<file path="src/pmer_pkg.sv">
// Shared constants, register map and field layout of the event routing block
package pmer_pkg;
	// Sizes
	localparam int NREG = 29;
	localparam int NGPIO = 11;
	localparam int NRAIL = 10;
	localparam int NMSK = 17;
	localparam int NEV = NMSK * 8;
	localparam int NTRIG = 4;
	localparam int NPGIN = 2 * NRAIL + 3;

	// Register indices, also the register pointer value on the serial link
	localparam logic [7:0] R_RAIL_A = 8'h00;
	localparam logic [7:0] R_RAIL_B = 8'h01;
	localparam logic [7:0] R_RAIL_C = 8'h02;
	localparam logic [7:0] R_TRIG_A = 8'h03;
	localparam logic [7:0] R_TRIG_B = 8'h04;
	localparam logic [7:0] R_GATE_A = 8'h05;
	localparam logic [7:0] R_SW_A = 8'h08;
	localparam logic [7:0] R_SUPMON = 8'h0D;
	localparam logic [7:0] R_FALL = 8'h0E;
	localparam logic [7:0] R_RISE = 8'h0F;
	localparam logic [7:0] R_PINHI = 8'h10;
	localparam logic [7:0] R_FSMF = 8'h14;
	localparam logic [7:0] R_PG_A = 8'h19;
	localparam logic [7:0] R_PG_B = 8'h1A;
	localparam logic [7:0] R_PG_C = 8'h1B;
	localparam logic [7:0] R_PG_D = 8'h1C;
	localparam logic [7:0] MSK_FIRST = R_SW_A;
	localparam logic [7:0] PEND_BASE = 8'h20;

	// Field codes
	localparam logic [1:0] GRP_NONE = 2'h0;
	localparam logic [1:0] GRP_MCU = 2'h1;
	localparam logic [1:0] GRP_SOC = 2'h2;
	localparam logic [1:0] TRG_IMM = 2'h0;
	localparam logic [1:0] TRG_ORD = 2'h1;
	localparam logic [1:0] TRG_MCU = 2'h2;
	localparam logic [1:0] TRG_SOC = 2'h3;

	// Field positions
	localparam int TRIG_MCU_LSB = 0;
	localparam int TRIG_SOC_LSB = 2;
	localparam int TRIG_OTH_LSB = 4;
	localparam int TRIG_SEV_LSB = 6;
	localparam int TRIG_MED_LSB = 0;
	localparam int SUP_OV_BIT = 0;
	localparam int SUP_UV_BIT = 1;
	localparam int FF_IMM = 0;
	localparam int FF_MCU = 1;
	localparam int FF_SOC = 2;
	localparam int FF_ORD = 3;
	localparam int PGD_POL_BIT = 4;
	localparam int PGD_WIN_BIT = 5;
	localparam int PINHI_RISE_LSB = 3;

	// Bit offsets of event groups inside the pending vector
	localparam int EV_FALL = (int'(R_FALL) - int'(MSK_FIRST)) * 8;
	localparam int EV_RISE = (int'(R_RISE) - int'(MSK_FIRST)) * 8;
	localparam int EV_PINHI = (int'(R_PINHI) - int'(MSK_FIRST)) * 8;
	localparam int EV_FSMF = (int'(R_FSMF) - int'(MSK_FIRST)) * 8;

	// Serial byte framing
	localparam logic [3:0] BIT_LAST = 4'h7;
	localparam logic [3:0] BIT_FULL = 4'h8;

	// Nonvolatile defaults, index 28 first
	localparam logic [NREG-1:0][7:0] RST_VAL = {
		8'h00, 8'h00, 8'h00, 8'h00,
		8'h00, 8'h3F, 8'h00, 8'h00, 8'h00,
		8'h08, 8'h04, 8'h05, 8'h3F, 8'hFF, 8'hFF, 8'h03,
		8'h00, 8'h00, 8'h00, 8'h00, 8'h00,
		8'h15, 8'h55, 8'h55, 8'h01, 8'h1E, 8'h05, 8'h96, 8'h5A};

	// Implemented bits of each register, index 28 first
	localparam logic [NREG-1:0][7:0] WR_MASK = {
		8'h3F, 8'h0F, 8'h01, 8'h0F,
		8'h01, 8'h3F, 8'h03, 8'h1F, 8'h0F,
		8'h3F, 8'h07, 8'h0F, 8'h3F, 8'hFF, 8'hFF, 8'h03,
		8'h3F, 8'h3F, 8'h07, 8'h3F, 8'h3F,
		8'h3F, 8'hFF, 8'hFF, 8'h03, 8'hFF, 8'h0F, 8'hFF, 8'hFF};
endpackage : pmer_pkg

</file>
<file path="src/pmer_cfg_if.sv">
// Carrier between the control logic, register store and power-good combiner
`timescale 1ns/1ps
interface pmer_cfg_if;
	logic wr_en;
	logic [7:0] addr;
	logic [7:0] wdata;
	logic sup_clr;
	logic [7:0] rdata;
	logic [pmer_pkg::NREG-1:0][7:0] cfg;
	modport ctl (
		output wr_en,
		output addr,
		output wdata,
		output sup_clr,
		input rdata,
		input cfg
	);
	modport regs (
		input wr_en,
		input addr,
		input wdata,
		input sup_clr,
		output rdata,
		output cfg
	);
	modport pg (
		input cfg
	);
endinterface : pmer_cfg_if

</file>
<file path="src/pmer_regs.sv">
// Configuration register store with registered read data
`timescale 1ns/1ps
module pmer_regs (
	input wire logic clk,
	input wire logic resetn,
	pmer_cfg_if.regs bus
);
	typedef struct packed {
		logic [pmer_pkg::NREG-1:0][7:0] mem;
		logic [7:0] rdata;
	} pmer_regs_st_t;

	pmer_regs_st_t r;
	pmer_regs_st_t n;

	////////////////////////////////////////////////////////////////////////
	// Next state: write port, self-test unmask, read port
	always_comb begin
		n = r;
		n.rdata = 8'h00;
		if (bus.addr < pmer_pkg::NREG) begin
			n.rdata = r.mem[bus.addr[4:0]];
		end
		if (bus.wr_en && bus.addr < pmer_pkg::NREG) begin
			// Unused positions stay zero
			n.mem[bus.addr[4:0]] = bus.wdata &
				pmer_pkg::WR_MASK[bus.addr[4:0]];
		end
		if (bus.sup_clr) begin
			n.mem[pmer_pkg::R_SUPMON][pmer_pkg::SUP_OV_BIT] = 1'b0;
			n.mem[pmer_pkg::R_SUPMON][pmer_pkg::SUP_UV_BIT] = 1'b0;
		end
	end

	// State register, defaults load at reset
	always_ff @(posedge clk) begin
		if (!resetn) begin
			r.mem <= pmer_pkg::RST_VAL;
			r.rdata <= 8'h00;
		end else begin
			r <= n;
		end
	end

	assign bus.rdata = r.rdata;
	assign bus.cfg = r.mem;
endmodule : pmer_regs

</file>
<file path="src/pmer_power_good_output.sv">
// Power-good combiner with source select, polarity and window mode
`timescale 1ns/1ps
module pmer_power_good_output (
	input wire logic clk,
	input wire logic resetn,
	input wire logic [pmer_pkg::NRAIL-1:0] uv_ok,
	input wire logic [pmer_pkg::NRAIL-1:0] ov_ok,
	input wire logic tdie_ok,
	input wire logic [1:0] rst_ok,
	pmer_cfg_if.pg bus,
	output logic pg_out
);
	typedef struct packed {
		logic [pmer_pkg::NPGIN-1:0] sy1;
		logic [pmer_pkg::NPGIN-1:0] sy2;
		logic pg;
	} pmer_pg_st_t;

	pmer_pg_st_t r;
	pmer_pg_st_t n;
	logic [12:0] sel;
	logic [12:0] valid;
	logic pol;
	logic win;
	logic all_ok;

	////////////////////////////////////////////////////////////////////////
	// Source select bits: rails, die warning, two reset outputs
	assign sel = {bus.cfg[pmer_pkg::R_PG_D][3:0],
		bus.cfg[pmer_pkg::R_PG_C][3:0], bus.cfg[pmer_pkg::R_PG_B][0],
		bus.cfg[pmer_pkg::R_PG_A][3:0]};
	assign pol = bus.cfg[pmer_pkg::R_PG_D][pmer_pkg::PGD_POL_BIT];
	assign win = bus.cfg[pmer_pkg::R_PG_D][pmer_pkg::PGD_WIN_BIT];

	// Undervoltage always, overvoltage only in window mode
	assign valid = {r.sy2[pmer_pkg::NPGIN-1:2 * pmer_pkg::NRAIL],
		r.sy2[pmer_pkg::NRAIL-1:0] &
		(r.sy2[2 * pmer_pkg::NRAIL-1:pmer_pkg::NRAIL] |
		{pmer_pkg::NRAIL{~win}})};
	assign all_ok = &(~sel | valid);

	// Next state
	always_comb begin
		n = r;
		n.sy1 = {rst_ok, tdie_ok, ov_ok, uv_ok};
		n.sy2 = r.sy1;
		n.pg = pol ? ~all_ok : all_ok;
	end

	always_ff @(posedge clk) begin
		if (!resetn) begin
			r <= '0;
		end else begin
			r <= n;
		end
	end

	assign pg_out = r.pg;
endmodule : pmer_power_good_output

</file>
<file path="src/pmer_top.sv">
// Event routing and configuration block of the power management device
`timescale 1ns/1ps
module pmer_top #(
	parameter logic [6:0] DEV_ADDR = 7'h2A
) (
	input wire logic clk,
	input wire logic resetn,
	input wire logic scl_in,
	input wire logic sda_in,
	output logic sda_out,
	output logic sda_oe,
	input wire logic [pmer_pkg::NGPIO-1:0] gpio_pin,
	input wire logic [pmer_pkg::NRAIL-1:0] rail_fault,
	input wire logic severe_fault,
	input wire logic medium_fault,
	input wire logic self_test_done,
	input wire logic [pmer_pkg::NEV-1:0] irq_event,
	input wire logic [pmer_pkg::NRAIL-1:0] mon_uv_ok,
	input wire logic [pmer_pkg::NRAIL-1:0] mon_ov_ok,
	input wire logic tdie_ok,
	input wire logic [1:0] rst_out_ok,
	output logic interrupt_request_pin_n,
	output logic power_good_output,
	output logic [pmer_pkg::NGPIO-1:0] pin_trigger_out,
	output logic [pmer_pkg::NTRIG-1:0] trigger_req
);
	localparam int SYNW = pmer_pkg::NGPIO + 2;

	typedef enum logic [2:0] {S_IDLE, S_RX, S_ACKM, S_TX, S_ACKS} pmer_state_t;
	typedef enum logic [1:0] {PH_ADDR, PH_REG, PH_DATA} pmer_phase_t;

	typedef struct packed {
		logic [SYNW-1:0] sy1;
		logic [SYNW-1:0] sy2;
		logic scl_p;
		logic sda_p;
		logic [pmer_pkg::NGPIO-1:0] gpio_p;
		pmer_state_t st;
		pmer_phase_t phase;
		logic [3:0] bitcnt;
		logic [7:0] sh;
		logic rw;
		logic nack;
		logic [7:0] ptr;
		logic sda_oe;
		logic sda_o;
		logic [pmer_pkg::NEV-1:0] pend;
		logic [pmer_pkg::NGPIO-1:0] gate_out;
		logic [pmer_pkg::NTRIG-1:0] trig;
		logic irq_n;
	} pmer_st_t;

	pmer_st_t r;
	pmer_st_t n;
	logic [pmer_pkg::NEV-1:0] irq_mask;
	logic [pmer_pkg::NEV-1:0] ev_valid;

	pmer_cfg_if cfg_bus ();

	////////////////////////////////////////////////////////////////////////
	// Helpers

	// Group code of rail i, four two-bit fields per register
	function automatic logic [1:0] grp_of(
		input logic [pmer_pkg::NREG-1:0][7:0] c,
		input int i
	);
		logic [7:0] rg;
		rg = c[pmer_pkg::R_RAIL_A + 8'(i / 4)];
		return rg[(i % 4) * 2 +: 2];
	endfunction : grp_of

	// One-hot request for a trigger code
	function automatic logic [pmer_pkg::NTRIG-1:0] trig_hot(
		input logic [1:0] code
	);
		return 4'h1 << code;
	endfunction : trig_hot

	// Mask registers laid out as one vector matching the pending bits
	function automatic logic [pmer_pkg::NEV-1:0] mask_vec(
		input logic [pmer_pkg::NREG-1:0][7:0] c
	);
		logic [pmer_pkg::NEV-1:0] v;
		v = '0;
		for (int k = 0; k < pmer_pkg::NMSK; k++) begin
			v[k * 8 +: 8] = c[pmer_pkg::MSK_FIRST + 8'(k)];
		end
		return v;
	endfunction : mask_vec

	// Gate enable and forced level of pin g, two bits per pin
	function automatic logic [1:0] gate_of(
		input logic [pmer_pkg::NREG-1:0][7:0] c,
		input int g
	);
		logic [7:0] rg;
		rg = c[pmer_pkg::R_GATE_A + 8'(g / 4)];
		return rg[(g % 4) * 2 +: 2];
	endfunction : gate_of

	assign irq_mask = mask_vec(cfg_bus.cfg);
	assign ev_valid = mask_vec(pmer_pkg::WR_MASK);

	////////////////////////////////////////////////////////////////////////
	// Submodules
	pmer_regs u_regs (
		.clk(clk),
		.resetn(resetn),
		.bus(cfg_bus)
	);

	pmer_power_good_output u_power_good_output (
		.clk(clk),
		.resetn(resetn),
		.uv_ok(mon_uv_ok),
		.ov_ok(mon_ov_ok),
		.tdie_ok(tdie_ok),
		.rst_ok(rst_out_ok),
		.bus(cfg_bus),
		.pg_out(power_good_output)
	);

	////////////////////////////////////////////////////////////////////////
	// Next state
	always_comb begin
		logic scl;
		logic sda;
		logic scl_rise;
		logic scl_fall;
		logic start;
		logic stop;
		logic [pmer_pkg::NGPIO-1:0] gpio;
		logic [pmer_pkg::NGPIO-1:0] rise;
		logic [pmer_pkg::NGPIO-1:0] fall;
		logic [pmer_pkg::NEV-1:0] ev;
		logic [pmer_pkg::NEV-1:0] clr;
		logic hit_mcu;
		logic hit_soc;
		logic hit_oth;
		logic [1:0] gb;
		logic [7:0] rdb;
		int k;
		scl = r.sy2[0];
		sda = r.sy2[1];
		gpio = r.sy2[SYNW-1:2];
		scl_rise = scl && !r.scl_p;
		scl_fall = !scl && r.scl_p;
		start = scl && r.scl_p && r.sda_p && !sda;
		stop = scl && r.scl_p && !r.sda_p && sda;
		rise = gpio & ~r.gpio_p;
		fall = ~gpio & r.gpio_p;
		ev = irq_event;
		clr = '0;
		hit_mcu = 1'b0;
		hit_soc = 1'b0;
		hit_oth = 1'b0;
		gb = 2'h0;
		k = int'(r.ptr) - int'(pmer_pkg::PEND_BASE);
		rdb = 8'h00;
		if (r.ptr < pmer_pkg::NREG) begin
			rdb = cfg_bus.rdata;
		end else if (k >= 0 && k < pmer_pkg::NMSK) begin
			rdb = r.pend[k * 8 +: 8];
		end

		n = r;
		cfg_bus.wr_en = 1'b0;
		cfg_bus.addr = r.ptr;
		cfg_bus.wdata = r.sh;
		cfg_bus.sup_clr = self_test_done;

		// Two-stage synchronisers for the link and pin inputs
		n.sy1 = {gpio_pin, sda_in, scl_in};
		n.sy2 = r.sy1;
		n.scl_p = scl;
		n.sda_p = sda;
		n.gpio_p = gpio;

		// Serial slave: receive, acknowledge, transmit
		case (r.st)
			S_IDLE: begin
				n.sda_oe = 1'b0;
			end
			S_RX: begin
				if (scl_rise) begin
					n.sh = {r.sh[6:0], sda};
					n.bitcnt = r.bitcnt + 4'h1;
				end else if (scl_fall && r.bitcnt == pmer_pkg::BIT_FULL) begin
					n.bitcnt = 4'h0;
					n.st = S_ACKM;
					n.sda_oe = 1'b1;
					if (r.phase == PH_ADDR) begin
						n.rw = r.sh[0];
						if (r.sh[7:1] != DEV_ADDR) begin
							n.st = S_IDLE;
							n.sda_oe = 1'b0;
						end
					end else if (r.phase == PH_REG) begin
						n.ptr = r.sh;
					end else begin
						cfg_bus.wr_en = 1'b1;
						if (k >= 0 && k < pmer_pkg::NMSK) begin
							clr[k * 8 +: 8] = r.sh;
						end
						n.ptr = r.ptr + 8'h01;
					end
				end
			end
			S_ACKM: begin
				if (scl_fall) begin
					n.sda_oe = 1'b0;
					n.st = S_RX;
					if (r.phase == PH_ADDR && r.rw) begin
						n.st = S_TX;
						n.sh = rdb;
						n.sda_oe = ~rdb[7];
					end else if (r.phase == PH_ADDR) begin
						n.phase = PH_REG;
					end else begin
						n.phase = PH_DATA;
					end
				end
			end
			S_TX: begin
				if (scl_fall) begin
					if (r.bitcnt == pmer_pkg::BIT_LAST) begin
						n.sda_oe = 1'b0;
						n.st = S_ACKS;
						n.ptr = r.ptr + 8'h01;
					end else begin
						n.sh = {r.sh[6:0], 1'b0};
						n.sda_oe = ~r.sh[6];
						n.bitcnt = r.bitcnt + 4'h1;
					end
				end
			end
			S_ACKS: begin
				if (scl_rise) begin
					n.nack = sda;
				end else if (scl_fall) begin
					n.bitcnt = 4'h0;
					if (!r.nack) begin
						n.st = S_TX;
						n.sh = rdb;
						n.sda_oe = ~rdb[7];
					end else begin
						n.st = S_IDLE;
					end
				end
			end
			default: begin
				n.st = S_IDLE;
			end
		endcase
		if (start) begin
			n.st = S_RX;
			n.phase = PH_ADDR;
			n.bitcnt = 4'h0;
			n.sda_oe = 1'b0;
		end else if (stop) begin
			n.st = S_IDLE;
			n.sda_oe = 1'b0;
		end

		// Gated pin levels toward the sequencer
		for (int g = 0; g < pmer_pkg::NGPIO; g++) begin
			gb = gate_of(cfg_bus.cfg, g);
			n.gate_out[g] = gb[0] ? gb[1] : gpio[g];
		end

		// Rail faults routed through their group to a trigger
		for (int i = 0; i < pmer_pkg::NRAIL; i++) begin
			if (rail_fault[i]) begin
				if (grp_of(cfg_bus.cfg, i) == pmer_pkg::GRP_MCU) begin
					hit_mcu = 1'b1;
				end else if (grp_of(cfg_bus.cfg, i) == pmer_pkg::GRP_SOC) begin
					hit_soc = 1'b1;
				end else begin
					hit_oth = 1'b1;
				end
			end
		end
		n.trig = '0;
		if (hit_mcu) begin
			n.trig |= trig_hot(cfg_bus.cfg[pmer_pkg::R_TRIG_A]
				[pmer_pkg::TRIG_MCU_LSB +: 2]);
		end
		if (hit_soc) begin
			n.trig |= trig_hot(cfg_bus.cfg[pmer_pkg::R_TRIG_A]
				[pmer_pkg::TRIG_SOC_LSB +: 2]);
		end
		if (hit_oth) begin
			n.trig |= trig_hot(cfg_bus.cfg[pmer_pkg::R_TRIG_A]
				[pmer_pkg::TRIG_OTH_LSB +: 2]);
		end
		if (severe_fault) begin
			n.trig |= trig_hot(cfg_bus.cfg[pmer_pkg::R_TRIG_A]
				[pmer_pkg::TRIG_SEV_LSB +: 2]);
		end
		if (medium_fault) begin
			n.trig |= trig_hot(cfg_bus.cfg[pmer_pkg::R_TRIG_B]
				[pmer_pkg::TRIG_MED_LSB +: 2]);
		end

		// Internal events: pin edges and sequencer trigger requests
		ev[pmer_pkg::EV_FALL +: 8] |= fall[7:0];
		ev[pmer_pkg::EV_RISE +: 8] |= rise[7:0];
		ev[pmer_pkg::EV_PINHI +: 3] |= fall[10:8];
		ev[pmer_pkg::EV_PINHI + pmer_pkg::PINHI_RISE_LSB +: 3] |= rise[10:8];
		ev[pmer_pkg::EV_FSMF + pmer_pkg::FF_IMM] |= r.trig[pmer_pkg::TRG_IMM];
		ev[pmer_pkg::EV_FSMF + pmer_pkg::FF_MCU] |= r.trig[pmer_pkg::TRG_MCU];
		ev[pmer_pkg::EV_FSMF + pmer_pkg::FF_SOC] |= r.trig[pmer_pkg::TRG_SOC];
		ev[pmer_pkg::EV_FSMF + pmer_pkg::FF_ORD] |= r.trig[pmer_pkg::TRG_ORD];

		// Sticky pending bits; a new event wins over a clear
		n.pend = ((r.pend & ~clr) | ev) & ev_valid;
		n.irq_n = ~|(n.pend & ~irq_mask);
	end

	// State register
	always_ff @(posedge clk) begin
		if (!resetn) begin
			r <= '0;
			r.irq_n <= 1'b1;
		end else begin
			r <= n;
		end
	end

	// Outputs straight from flops
	assign sda_out = r.sda_o;
	assign sda_oe = r.sda_oe;
	assign interrupt_request_pin_n = r.irq_n;
	assign pin_trigger_out = r.gate_out;
	assign trigger_req = r.trig;
endmodule : pmer_top

</file>
<file path="config.mk">
export PLATFORM = sky130hd
export DESIGN_NAME = pmer_top
export DESIGN_NICKNAME = d
export VERILOG_FILES = /design/src/pmer_pkg.sv /design/src/pmer_cfg_if.sv /design/src/pmer_regs.sv /design/src/pmer_power_good_output.sv /design/src/pmer_top.sv
export SDC_FILE = /design/constraint.sdc
export NUM_CORES = 1
export LEC_CHECK = 0
export BUFFER_PORTS_ARGS = -buffer_cell sky130_fd_sc_hd__clkbuf_2
export CAP_MARGIN = 20
export CELL_PAD_IN_SITES_DETAIL_PLACEMENT = 1
export CELL_PAD_IN_SITES_GLOBAL_PLACEMENT = 1
export CORE_ASPECT_RATIO = 2
export CORE_MARGIN = 2
export CORE_UTILIZATION = 40
export CTS_CLUSTER_SIZE = 14
export DETAILED_ROUTE_END_ITERATION = 7
export PLACE_DENSITY_LB_ADDON = 0.05
export SETUP_SLACK_MARGIN = 0.02
export SLEW_MARGIN = 10
export SYNTH_ARGS = -nofsm -noshare
export SYNTH_HDL_FRONTEND = slang
export SYNTH_HIERARCHICAL = 1
export SYNTH_SLANG_ARGS = --single-unit
</file>
<file path="constraint.sdc">
create_clock -name clk -period 5.9 [get_ports clk]
set_input_delay 0.295 -clock clk [delete_from_list [all_inputs] [get_ports clk]]
set_output_delay 0.295 -clock clk [all_outputs]
set_load 0.02 [all_outputs]
</file>
Yosys cells after proc, flatten, opt, wreduce, memory -nomap -nowiden
Memory sizes are Yosys's and may differ from the RTL's. A register that Yosys moved wholly into a read port is not among the register bits. Cells that the tools add are included.

Multiplexer cells: 164. Bitwise gates (word level): 35. Shift operators: 8. Add/sub/neg operators: 4. Order comparisons: 5. Reduce and logical (&&, ||, !) cells: 38. Eq/ne operators: 49.

Operators with widths (number): two-way mux 129 bit (6); AND 129 bit (2); bitwise mux 232 bit (1); AND 129 x 136 -> 136 bit (1); NOT 136 bit (1); OR reduction 136 bit (1); variable part select 136 x 12 -> 8 bit (1); NOT 129 bit (1); bitwise OR 129 bit (1); variable shift 8 x 33 -> 129 bit, first input constant (1); variable part select 8 x 33 -> 129 bit (1); two-way mux 1 bit (107); two-way mux 106 bit (1); two-way mux 8 bit (12); two-way mux 12 bit (4); binary-select mux 8 bit (select 5 bit) (1); demux 8 bit (select 5 bit) (1); negator 12 -> 33 bit (1); one-hot mux 8 bit (4 select lines) (1); two-way mux 4 bit (7); != test 4 bit, second input constant (7); two-way mux 9 bit (3); != test 2 bit, second input constant (12); AND reduction 8 bit (3); 53 further kinds (126).

Bits in read-only memories: 256. Memories: 1. Word-level logic and storage cells: 356. Register bits after elaboration: 452.

Memory list: (no name shown) (depth 32, width 8, read ports 1, clocked after memory_dff 1, wr ports 0, line pmer_regs.sv:27) `pmer_pkg::WR_MASK[bus.addr[4:0]];`.

Longest topological paths before layout
Gate-level depths: netlist (run 1).

Word-level depth: 38. Gate-level depth with buffers: 21. Mapped depth without buffers: 16.

Cells and area by module
The synthesis (run 1) kept the hierarchy.

Modules (own cells, without submodules): pmer_regs (times used 1, cells each 1163, area each 10695.3 um2); pmer_top (times used 1, cells each 1344, area each 10304.9 um2); pmer_power_good_output (times used 1, cells each 123, area each 1415.1 um2).

Worst setup path before layout (run 1)
No wires, ideal clock.

Path type: register to register. Start: register r, in the netlist cfg_bus.addr[5]. End: register r, in the netlist interrupt_request_pin_n. Arrival: 4.793 ns. Required time: 5.804 ns. Slack: 1.012 ns. Stages on the path, launching flop included: 19. Library setup time: 0.096 ns. Clock period less this slack: 4.888 ns. Cells stage by stage: dfxtp_1 -> clkbuf_1 -> inv_1 -> ha_1 -> xnor2_1 -> clkbuf_1 -> nand3_1 -> a31oi_1 -> ha_1 -> nand2_1 -> nor4_2 -> nand2_1 -> or4_1 -> nor2_1 -> a31oi_1 -> nor4_1 -> or4b_1 -> or4_1 -> o41ai_2.

Longest elaborated chain between the ends: 16.

Ends and longest elaborated chain: start: declaration (line pmer_top.sv:53) `pmer_st_t r;`; start signal: assignment (line pmer_top.sv:327) `r <= n;`; subtractor 8 x 6 -> 9 bit (*) (line pmer_top.sv:159) `k = int'(r.ptr) - int'(pmer_pkg::PEND_BASE);`; negator 12 -> 33 bit (line pmer_top.sv:204) `clr[k * 8 +: 8] = r.sh;`; variable part select 8 x 33 -> 129 bit or variable shift 8 x 33 -> 129 bit (tied branches) (line pmer_top.sv:204); AND 129 bit (no line); two-way mux 129 bit (*) (line pmer_top.sv:203) `if (k >= 0 && k < pmer_pkg::NMSK) begin`; two-way mux 129 bit (*) (line pmer_top.sv:199) `end else if (r.phase == PH_REG) begin`; two-way mux 129 bit (*) (line pmer_top.sv:193) `if (r.phase == PH_ADDR) begin`; two-way mux 129 bit (*) (line pmer_top.sv:189) `end else if (scl_fall && r.bitcnt == pmer_pkg::BIT_FULL) begin`; two-way mux 129 bit (*) (line pmer_top.sv:186) `if (scl_rise) begin`; two-way mux 129 bit (*) (line pmer_top.sv:181) `case (r.st)`; NOT 129 bit (*) (line pmer_top.sv:317) `n.pend = ((r.pend & ~clr) | ev) & ev_valid;`; AND 129 bit (*) (line pmer_top.sv:317); bitwise OR 129 bit (*) (line pmer_top.sv:317); AND 129 x 136 -> 136 bit (*) (line pmer_top.sv:318) `n.irq_n = ~|(n.pend & ~irq_mask);`; OR reduction 136 bit (*) (line pmer_top.sv:318); zero test 1 bit (*) (line pmer_top.sv:318).

Every way passes the cells marked *; elsewhere a longest branch is shown, timed or not. A chain may end at the register's enable or synchronous reset.

Final worst setup path (run 1)
Start: register r, in the netlist cfg_bus.addr[1]. End: register r, in the netlist interrupt_request_pin_n.

Same word-level chain as after synthesis.

==> results.txt, run 1 <==
- For this block, the initial DRC count from the detailed router was 1,807.
* Post-CTS Setup Inserts: 0
- The number of nets handed over by synthesis was 2,841.
- The detailed router placed roughly 22,000 vias in this run.
- Final cell utilization of the core: 0.474
- Core Region: about 55,000 um^2
- At the worst endpoint, the arrival time is 6060 ps.
- The number of pins exceeding their max-slew limit in the final report was 0.
* Antenna violation net count after detailed routing: 0
* Clock latency at the later pin of the worst-skew pair: 620 ps
- Number of ports placed on the die boundary: 206
- Global-route wire length before repair: 159,000 um
- Type of the worst setup path: flip-flop to flip-flop
- Fraction of synthesized cell area taken by the top area cell type: 0.404
* Slowest cell on the critical path: sky130_fd_sc_hd__or4_1
- Die width: 171 um
- The synthesized design contains 452 register bits.
- DR vias/cell: just over 6
- FMAX: 0.180 GHz
* Final total negative setup slack: 0 ps
- Post-synth top cells: sky130_fd_sc_hd__dfxtp_1 (452), sky130_fd_sc_hd__nand2_1 (379), sky130_fd_sc_hd__nor2_1 (204)
- Sequential share of the synthesized area: 0.404
- Clock buffer depth: 3
- Syn Std Cell Area: 22,400 um^2
- Hpwl dp: around 84,000 um
* FF-to-FF End: interrupt_request_pin_n
* Worst rel slew slack: 0.186
- Maximum vdd drop: 0.248 mV
* Hold path cells: 3
* Beginning of the worst register-to-register path: cfg_bus.addr[1]
- Cell Rows: 122
- Setup repair after global routing left no endpoint under its margin.
- Path category of the worst min-delay check: input pin to flip-flop
- Clock skew on the completed layout was measured at 30.7 ps.
- The most used flip-flop cell after synthesis is sky130_fd_sc_hd__dfxtp_1.
- Port buffering added 150 buffers.
- The worst setup path is captured at a flip-flop.
* Sort of element at the start of the critical path: flip-flop
- Number of H-tree branching levels: 2
* R2R depth: 15
* Largest net degree at the start of global routing: approximately 230
- Clock buffers created by TritonCTS: 45
- Power spread over the standard cell area amounts to 253 nW/um^2.
* DR WL/cell: 31.2 um
- For this run, the number of Yosys warnings is 6.
* Number of antenna violations at the first check in global routing: 5
- Grt ovf: 0
- Share of synthesized registers carrying an async set or reset: 0
- The initial utilization of the core area, before any placement, comes to 0.405.
- The synthesized design spends more area on one cell type than any other, namely sky130_fd_sc_hd__dfxtp_1.
- Max-cap violations in this run came to 0.
- For hold timing, the worst endpoint is r[71].
* Signed area change from the synthesized netlist to the final layout: 17.2%
- Dominant cells by area after synthesis: sky130_fd_sc_hd__dfxtp_1 (40%), sky130_fd_sc_hd__mux2i_1 (6.5%), sky130_fd_sc_hd__nand2_1 (6.3%), sky130_fd_sc_hd__mux4_2 (3.7%), sky130_fd_sc_hd__nor2_1 (3.4%)
- Number of DRC violations after detailed routing: 0
- The die covers 58,100 um^2.
- Setup slack of the most critical reg-to-reg path: 350 ps
- The number of different library cells used by synthesis comes to 101.
- Mean Syn Cell Area: between 8 and 9 um^2
- Setup violations remaining at the end of the flow were counted as 0.
- sky130_fd_sc_hd__dfxtp_1 is the most common cell in the netlist.
* Clock tree from TritonCTS: done
- Post-synth EDFFs: 0
* Share of layout cells above drive strength 1: 0.136
- Vias in the first global route: between 20,000 and 25,000
* DRT Pass-1 Iters: 8
- Total Wirelength: 112,000 um
- Result of the run: finished, final reports clean
* Hold path startpoint: irq_event[55]
* Number of hold-slack violations in the final timing report: 0
- Global placer's final weighted congestion: ~1.0
- The smallest clock period supported by the final layout is computed as 5550 ps.
* CP cell instances: or4_1, nor2_2, nand3_1, ha_1, or2_2, o21ba_2, a41oi_1, a32oi_4, nand3_1, buf_4, o41ai_1, o22a_1, o2111ai_1, or4_1, o41ai_2
- Hold timing on the final database bottoms out at a slack of 12.2 ps.
- Clock input transition at the sequential cells of the worst setup and hold paths: 70 ps
- The die is approximately 340 um tall.
- Final Net Count: 3,016
- Measured slew at the worst slew-check pin: 1220 ps
- Worst endpoint required time: between 6000 and 7000 ps
* Library cell used as clock root buffer: sky130_fd_sc_hd__clkbuf_16
- Dividing the final minimum period by the clock period gives 0.941.
- CTS saw 452 sinks.
- Static Leakage: 0.0100 uW
* Max Fanout on Critical Path: 15
* Total Routing Usage GR: 0.380
- Maximum cell stage delay along the critical path: 690 ps
- Synthesized netlist cell count: 2,630
-- layer usage --
metal,vias to the layer above,global-route usage,routed length [um]
met3,426,0.0599,6020
li1,9752,-,-
met1,11000,0.380,37800
met4,2,0.350,12900
met2,970,0.662,55100
met5,-,0,27
-- per-stage QoR --
step / power (uW) / instances / cell area, um^2 / setup WS, ps
after floorplan: 3440 / 2630 / 22400 / 1010
after global placement: 3630 / 3429 / 24000 / 595
after detailed placement: 3640 / 3431 / 24100 / 439
after CTS: 6670 / 3580 / 26300 / 390
after global routing: 6820 / 3580 / 26300 / 76.7
final: 6650 / 3583 / 26300 / 351
-- final cells by class --
type / count / area, um^2
Antenna cell: 3 / 7.51
Clock buffer: 66 / 1290
Clock inverter: 12 / 194
Fill cell: 6551 / 29100
Inverter: 91 / 345
Multi-Input combinational cell: 1908 / 12300
Sequential cell: 452 / 9060
Tap cell: 744 / 931
Timing Repair Buffer: 307 / 2160
-- report_power, final --
group,switching [uW],internal (uW),leakage (uW)
combinational,252,178,0.00558
sequential,63.8,3120,0.00369
clock,1360,1670,0.000724
total,1680,4970,0.0100
-- how the worst max path moves through the flow --
stage / end / startpoint / depth (start not counted)
after floorplan: interrupt_request_pin_n / cfg_bus.addr[5] / 18
after global placement: interrupt_request_pin_n / cfg_bus.addr[5] / 14
after detailed placement: interrupt_request_pin_n / cfg_bus.addr[1] / 15
after CTS: interrupt_request_pin_n / cfg_bus.addr[1] / 15
after global routing: interrupt_request_pin_n / cfg_bus.addr[1] / 15
final: interrupt_request_pin_n / cfg_bus.addr[1] / 15
-- registers in the layout (all words and copies together), names as in the netlist --
name	flops
cfg_bus.addr	8
cfg_bus.wdata	8
interrupt_request_pin_n	1
n	26
pin_trigger_out	11
r	106
sda_oe	1
trigger_req	4
u_power_good_output/n	23
u_power_good_output/pg_out	1
u_power_good_output/r	23
u_regs/bus.cfg	232
u_regs/bus.rdata	8
-- layout by cell type, fill, tap and decap left out, types with 18 or more instances in the layout --
cell / Yosys / routed
sky130_fd_sc_hd__nor2_1: 204 / 204
sky130_fd_sc_hd__and2_1: 85 / 85
sky130_fd_sc_hd__mux2i_1: 146 / 146
sky130_fd_sc_hd__dfxtp_1: 452 / 447
sky130_fd_sc_hd__a21boi_0: 90 / 90
sky130_fd_sc_hd__and3_1: 50 / 50
sky130_fd_sc_hd__nor4_1: 34 / 34
sky130_fd_sc_hd__mux4_2: 37 / 37
sky130_fd_sc_hd__nor3_1: 44 / 43
sky130_fd_sc_hd__buf_4: 20 / 81
sky130_fd_sc_hd__inv_1: 87 / 87
sky130_fd_sc_hd__nand3_1: 88 / 88
sky130_fd_sc_hd__clkbuf_2: 0 / 149
sky130_fd_sc_hd__a21oi_1: 147 / 147
sky130_fd_sc_hd__nand4_1: 35 / 35
sky130_fd_sc_hd__or3_1: 18 / 18
sky130_fd_sc_hd__a31oi_1: 23 / 23
sky130_fd_sc_hd__dlygate4sd3_1: 0 / 71
sky130_fd_sc_hd__ha_1: 24 / 24
sky130_fd_sc_hd__o211ai_1: 21 / 21
sky130_fd_sc_hd__nand2b_1: 20 / 20
sky130_fd_sc_hd__clkbuf_16: 0 / 45
sky130_fd_sc_hd__o21ai_0: 68 / 68
sky130_fd_sc_hd__nor2b_1: 62 / 62
sky130_fd_sc_hd__nand2_1: 379 / 379
sky130_fd_sc_hd__o22ai_1: 46 / 46
-- cell families (layout without fill, tap and decap cells) --
group	Yosys count	count (layout)	share of synthesized area
other	1	4	0.000167
XOR/XNOR	16	16	0.00625
AO/OA/AOI/OAI	585	585	0.178
AND/OR/NAND/NOR	1095	1095	0.243
adder cells (fa/ha/maj)	24	24	0.0134
flip-flops	452	452	0.404
buffers and inverters	270	476	0.0517
multiplexers	187	187	0.104
-- what timing repair did --
| action | CTS | global route |
|---|---|---|
| setup endpoints to repair | 0 | 1 |
| hold endpoints to repair | 72 | 0 |
| resized for setup | 0 | 1 |
| hold buffers | 71 | 0 |
-- worst max-delay path, delay by kind of cell, from the launching register on --
| kind | cells | cell delay (ps) |
|---|---|---|
| AND/OR/NAND/NOR | 6 | 2420 |
| AO/OA/AOI/OAI | 7 | 1810 |
| flip-flops | 1 | 450 |
| buffers and inverters | 1 | 370 |
| adder cells (fa/ha/maj) | 1 | 360 |
Note: power is estimated with default switching activity, not from simulation.
==> inputs of run 2 (changes only) <==
- SYNTH_HIERARCHICAL: 1 -> default
==> results.txt, run 2 <==
- Total Routing Usage GR: 0.389 (+0.00896)
* Post-synth EDFFs: 0 (unchanged)
* Die Height: 335 um (-1.2%)
- The mean instance size in the synthesized netlist was 8.17 um^2 (-4.1%).
- The cell leakage power came to 0.00934 uW (-6.6%).
- Clock latency at the later pin of the worst-skew pair: 600 ps (-20 ps)
- The flip-flop count of the largest register, all copies and words added is 232 (unchanged).
* Vias in the first global route: 22,700 (-1.6%)
* Mux cell area share after synthesis: 0.0860 (-0.0184)
* Synthesized-area fraction occupied by xor and xnor cells: 0.00800 (+0.00175)
* Fraction of synthesized cell area taken by the top area cell type: 0.419 (+0.0152)
* Clock buffers created by TritonCTS: 44 (-2.2%)
- DR vias/cell: 6.21 (+0.39%)
- Synthesis-stage register bit count: 458 (+1.3%)
- The number of distinct library cells after synthesis came to 89 (-12%).
- Dominant cells by area after synthesis: sky130_fd_sc_hd__dfxtp_1 (42%), sky130_fd_sc_hd__nand2_1 (7.4%), sky130_fd_sc_hd__a21oi_1 (7.2%), sky130_fd_sc_hd__mux4_2 (6.9%), sky130_fd_sc_hd__nor2_1 (6.7%)
- The number of buffer cells added on primary ports was 150 (unchanged).
* DR vias: 22,000 (-0.62%)
- The power per unit of standard cell area was 257 nW/um^2 (+1.7%).
- The depth of the most critical reg-to-reg path came to 17 (+2).
- The worst setup slack for register-to-register paths is 220 ps (-130 ps).
- The standard-cell row count came to 121 (-0.82%).
* Area of the multi-input gates: 11,700 um^2 (-4.7%)
- CP cell instances: inv_1, ha_1, xor2_1, nor3_1, nand2_1, ha_1, nand4_1, nor4_1, nand4_1, or4_1, o41ai_1, o211ai_1, buf_4, nor4_1, buf_4, nand4_1, o41ai_2
- Clock tree from TritonCTS: done
- Final Setup Violations: 0 (unchanged)
- The worst register-to-register path begins at cfg_bus.addr[6].
- Global placer's final weighted congestion: 1.02 (+1.1%)
* Measured slew at the worst slew-check pin: 1270 ps (+53.3 ps)
- Max-capacitance violation count: 0 (unchanged)
- Most common cell after layout, fill and taps aside: sky130_fd_sc_hd__dfxtp_1
- The synthesized-area fraction occupied by and/or/nand/nor cells was 0.237 (-0.00612).
- The final critical-path share of the clock period is 0.962 (+0.0216).
* Slowest cell on the critical path: sky130_fd_sc_hd__o41ai_1
- The highest cell delay on the worst timing path was 1070 ps (+380 ps).
* Syn Std Cell Area: 21,900 um^2 (-2.3%)
- Among all cell types in the netlist, the one instantiated most often is sky130_fd_sc_hd__dfxtp_1.
- Max Fanout on Critical Path: 7 (-8)
- Result of the run: finished, final reports clean
- The area growth from synthesis to layout is 16.5%.
* Clock buffer depth: 3 (unchanged)
- The share of synthesized flip-flops with an asynchronous set or reset was 0 (unchanged).
- Seq. cell area: 9180 um^2 (+1.3%)
- The post-synthesis net count was 2,890 (+1.7%).
* Minimum clock period after layout: 5680 ps (+128 ps)
- The horizontal extent of the die was 169 um (-1.2%).
- The library cells used most frequently in the layout, excluding fill and tap cells, are sky130_fd_sc_hd__dfxtp_1 (455), sky130_fd_sc_hd__nand2_1 (431), sky130_fd_sc_hd__nor2_1 (392).
- Number of ports placed on the die boundary: 206 (unchanged)
- CP startpoint: cfg_bus.addr[6]
- Synth Area in Adders: 0.0137 (+0.000322)
* Die Area: 56,700 um^2 (-2.3%)
- Maximum vdd drop: 0.264 mV (+6.5%)
- Most used cell, CP: sky130_fd_sc_hd__nand4_1
* Nature of the critical path endpoint: flip-flop
- Synthesized netlist cell count: 2,679 (+1.9%)
* DRT Pass-1 Iters: 6 (-2)
- Number of hold-slack violations in the final timing report: 0 (unchanged)
- The cell area after placement is 23,200 um^2 (-3.5%).
* FF-to-FF End: interrupt_request_pin_n
- Sort of element at the start of the critical path: flip-flop
- Clock Sinks: 458 (+1.3%)
* Hpwl dp: 83,300 um (-0.62%)
- Data arrival at the endpoint of the critical path: 6180 ps (+120 ps)
- Type of the worst setup path: flip-flop to flip-flop
- Final Net Count: 3,048 (+1.1%)
- The detailed-route DRC error count is 0 (unchanged).
- The largest net degree at the start of global routing came to 113 (-51%).
- Antenna violation net count after detailed routing: 0 (unchanged)
* Worst endpoint required time: 6400 ps (about the same)
* Post-synthesis compound-gate area fraction: 0.190 (+0.0118)
* Largest family of logic cells by synthesized area: simple AND/OR/NAND/NOR gates
* Post-CTS Setup Inserts: 0 (unchanged)
* Core Region: 54,200 um^2 (-2.2%)
* Leading area contributor after synthesis: sky130_fd_sc_hd__dfxtp_1
- The post-layout instance area came to 25,500 um^2 (-2.9%).
- Number of H-tree branching levels: 2 (unchanged)
- The summed negative setup slack over all endpoints was 0 ps (unchanged).
- The fraction of the yosys area taken by sequential cells is 0.419 (+0.0152).
* Share of layout cells above drive strength 1: 0.133 (-0.00322)
* Number of antenna violations at the first check in global routing: 6 (+1)
* Path category of the worst min-delay check: input pin to flip-flop
- Unrepaired setup endpoints after global routing: false
- Post-synth top cells: sky130_fd_sc_hd__dfxtp_1 (458), sky130_fd_sc_hd__nand2_1 (432), sky130_fd_sc_hd__nor2_1 (392)
- Total count of max-transition violations in the final report: 0 (unchanged)
- # fillers: 6,454 (-1.5%)
* Critical Path Sink: interrupt_request_pin_n
* Starting DRC count in detailed routing: 1,532 (-15%)
- The clock edge transition at the registers on the reported setup and hold paths came to 70 ps (about the same).
- The remaining global-route overflow was 0 (unchanged).
* Worst rel slew slack: 0.143 (-0.0430)
- Number of warnings reported in the yosys synthesis log: 0 (-6)
- DR WL/cell: 31.4 um (+0.65%)
* Library cell used as clock root buffer: sky130_fd_sc_hd__clkbuf_16
- Global-route wire length before repair: 158,000 um (-0.48%)
- Starting density of the core: 0.404 (-0.000656)
- Setup skew after layout: 24.8 ps (-5.89 ps)
- The highest achievable clock rate came to 0.176 GHz (-2.2%).
* Overall power: 6560 uW (-1.3%)
- In the synthesized netlist the dominant register cell turns out to be sky130_fd_sc_hd__dfxtp_1.
- The final routed wirelength across all metal layers came to 111,000 um (-0.36%).
[run 2: per-stage QoR]
step | setup slack (ps) | utilization | std cells | hold WS, ps
4_1_cts | 401 | 0.470 | 3542 | 1.23
5_1_grt | 70.8 | 0.470 | 3543 | 22.1
3_3_place_gp | 403 | 0.428 | 3385 | 413
6_report | 223 | 0.470 | 3547 | 12.4
2_1_floorplan | 1360 | - | 2679 | 407
3_5_place_dp | 437 | 0.428 | 3385 | 419
[run 2: layer usage]
layer	GRT usage	part of all wire	vias to the layer above	wire, um
met4	0.405	0.13	4	14100
met2	0.662	0.48	958	53800
met3	0.0732	0.056	465	6260
li1	-	-	9738	-
met1	0.381	0.33	10800	37200
met5	0	0.00022	-	24
[run 2: area by class of cell]
type / instances / share of cell area
Antenna cell: 4 / 0.000393
Clock buffer: 60 / 0.0487
Clock inverter: 16 / 0.00785
Inverter: 71 / 0.0107
Multi-Input combinational cell: 1968 / 0.459
Sequential cell: 458 / 0.360
Tap cell: 676 / 0.0332
Timing Repair Buffer: 294 / 0.0803
[run 2: critical path: cells and delay by family, from the launching register on]
family | cells | cell delay, ps
adders and majority gates | 2 | 560
and+or+nand+nor | 8 | 2260
DFF | 1 | 400
AOI/OAI and AO/OA | 3 | 1640
buffers and inverters | 3 | 500
xor gates and xnor gates | 1 | 230
[run 2: kinds of logic (layout without fill, tap and decap cells)]
kind of cell,after synthesis,in the layout
XOR/XNOR,20,20
AO/OA/AOI/OAI,663,663
other,1,5
buffers and inverters,253,441
multiplexers,104,104
adder cells (fa/ha/maj),24,24
flip-flops,458,458
AND/OR/NAND/NOR,1156,1156
[run 2: worst min-delay path by stage]
stage / start / end / slack [ps] / cells after the start
after detailed placement: n[194] / n[193] / 420 / 1
final: irq_event[106] / r[122] / 10 / 3
after global routing: irq_event[106] / r[122] / 20 / 3
after CTS: irq_event[106] / r[122] / 1 / 3
after global placement: u_power_good_output.n[10] / u_power_good_output.r[10] / 410 / 1
after floorplan: self_test_done / u_regs.bus.cfg[104] / 410 / 1
[run 2: what timing repair did]
action	in CTS	in global routing
gates resized for setup	0	0
endpoints found under the hold margin	82	0
hold buffers	81	0
endpoints found under the setup margin	0	0
[run 2: where the power goes]
part	switching [uW]	internal [uW]
clock	1350	1620
sequential	66.4	3160
combinational	220	150
total	1630	4930
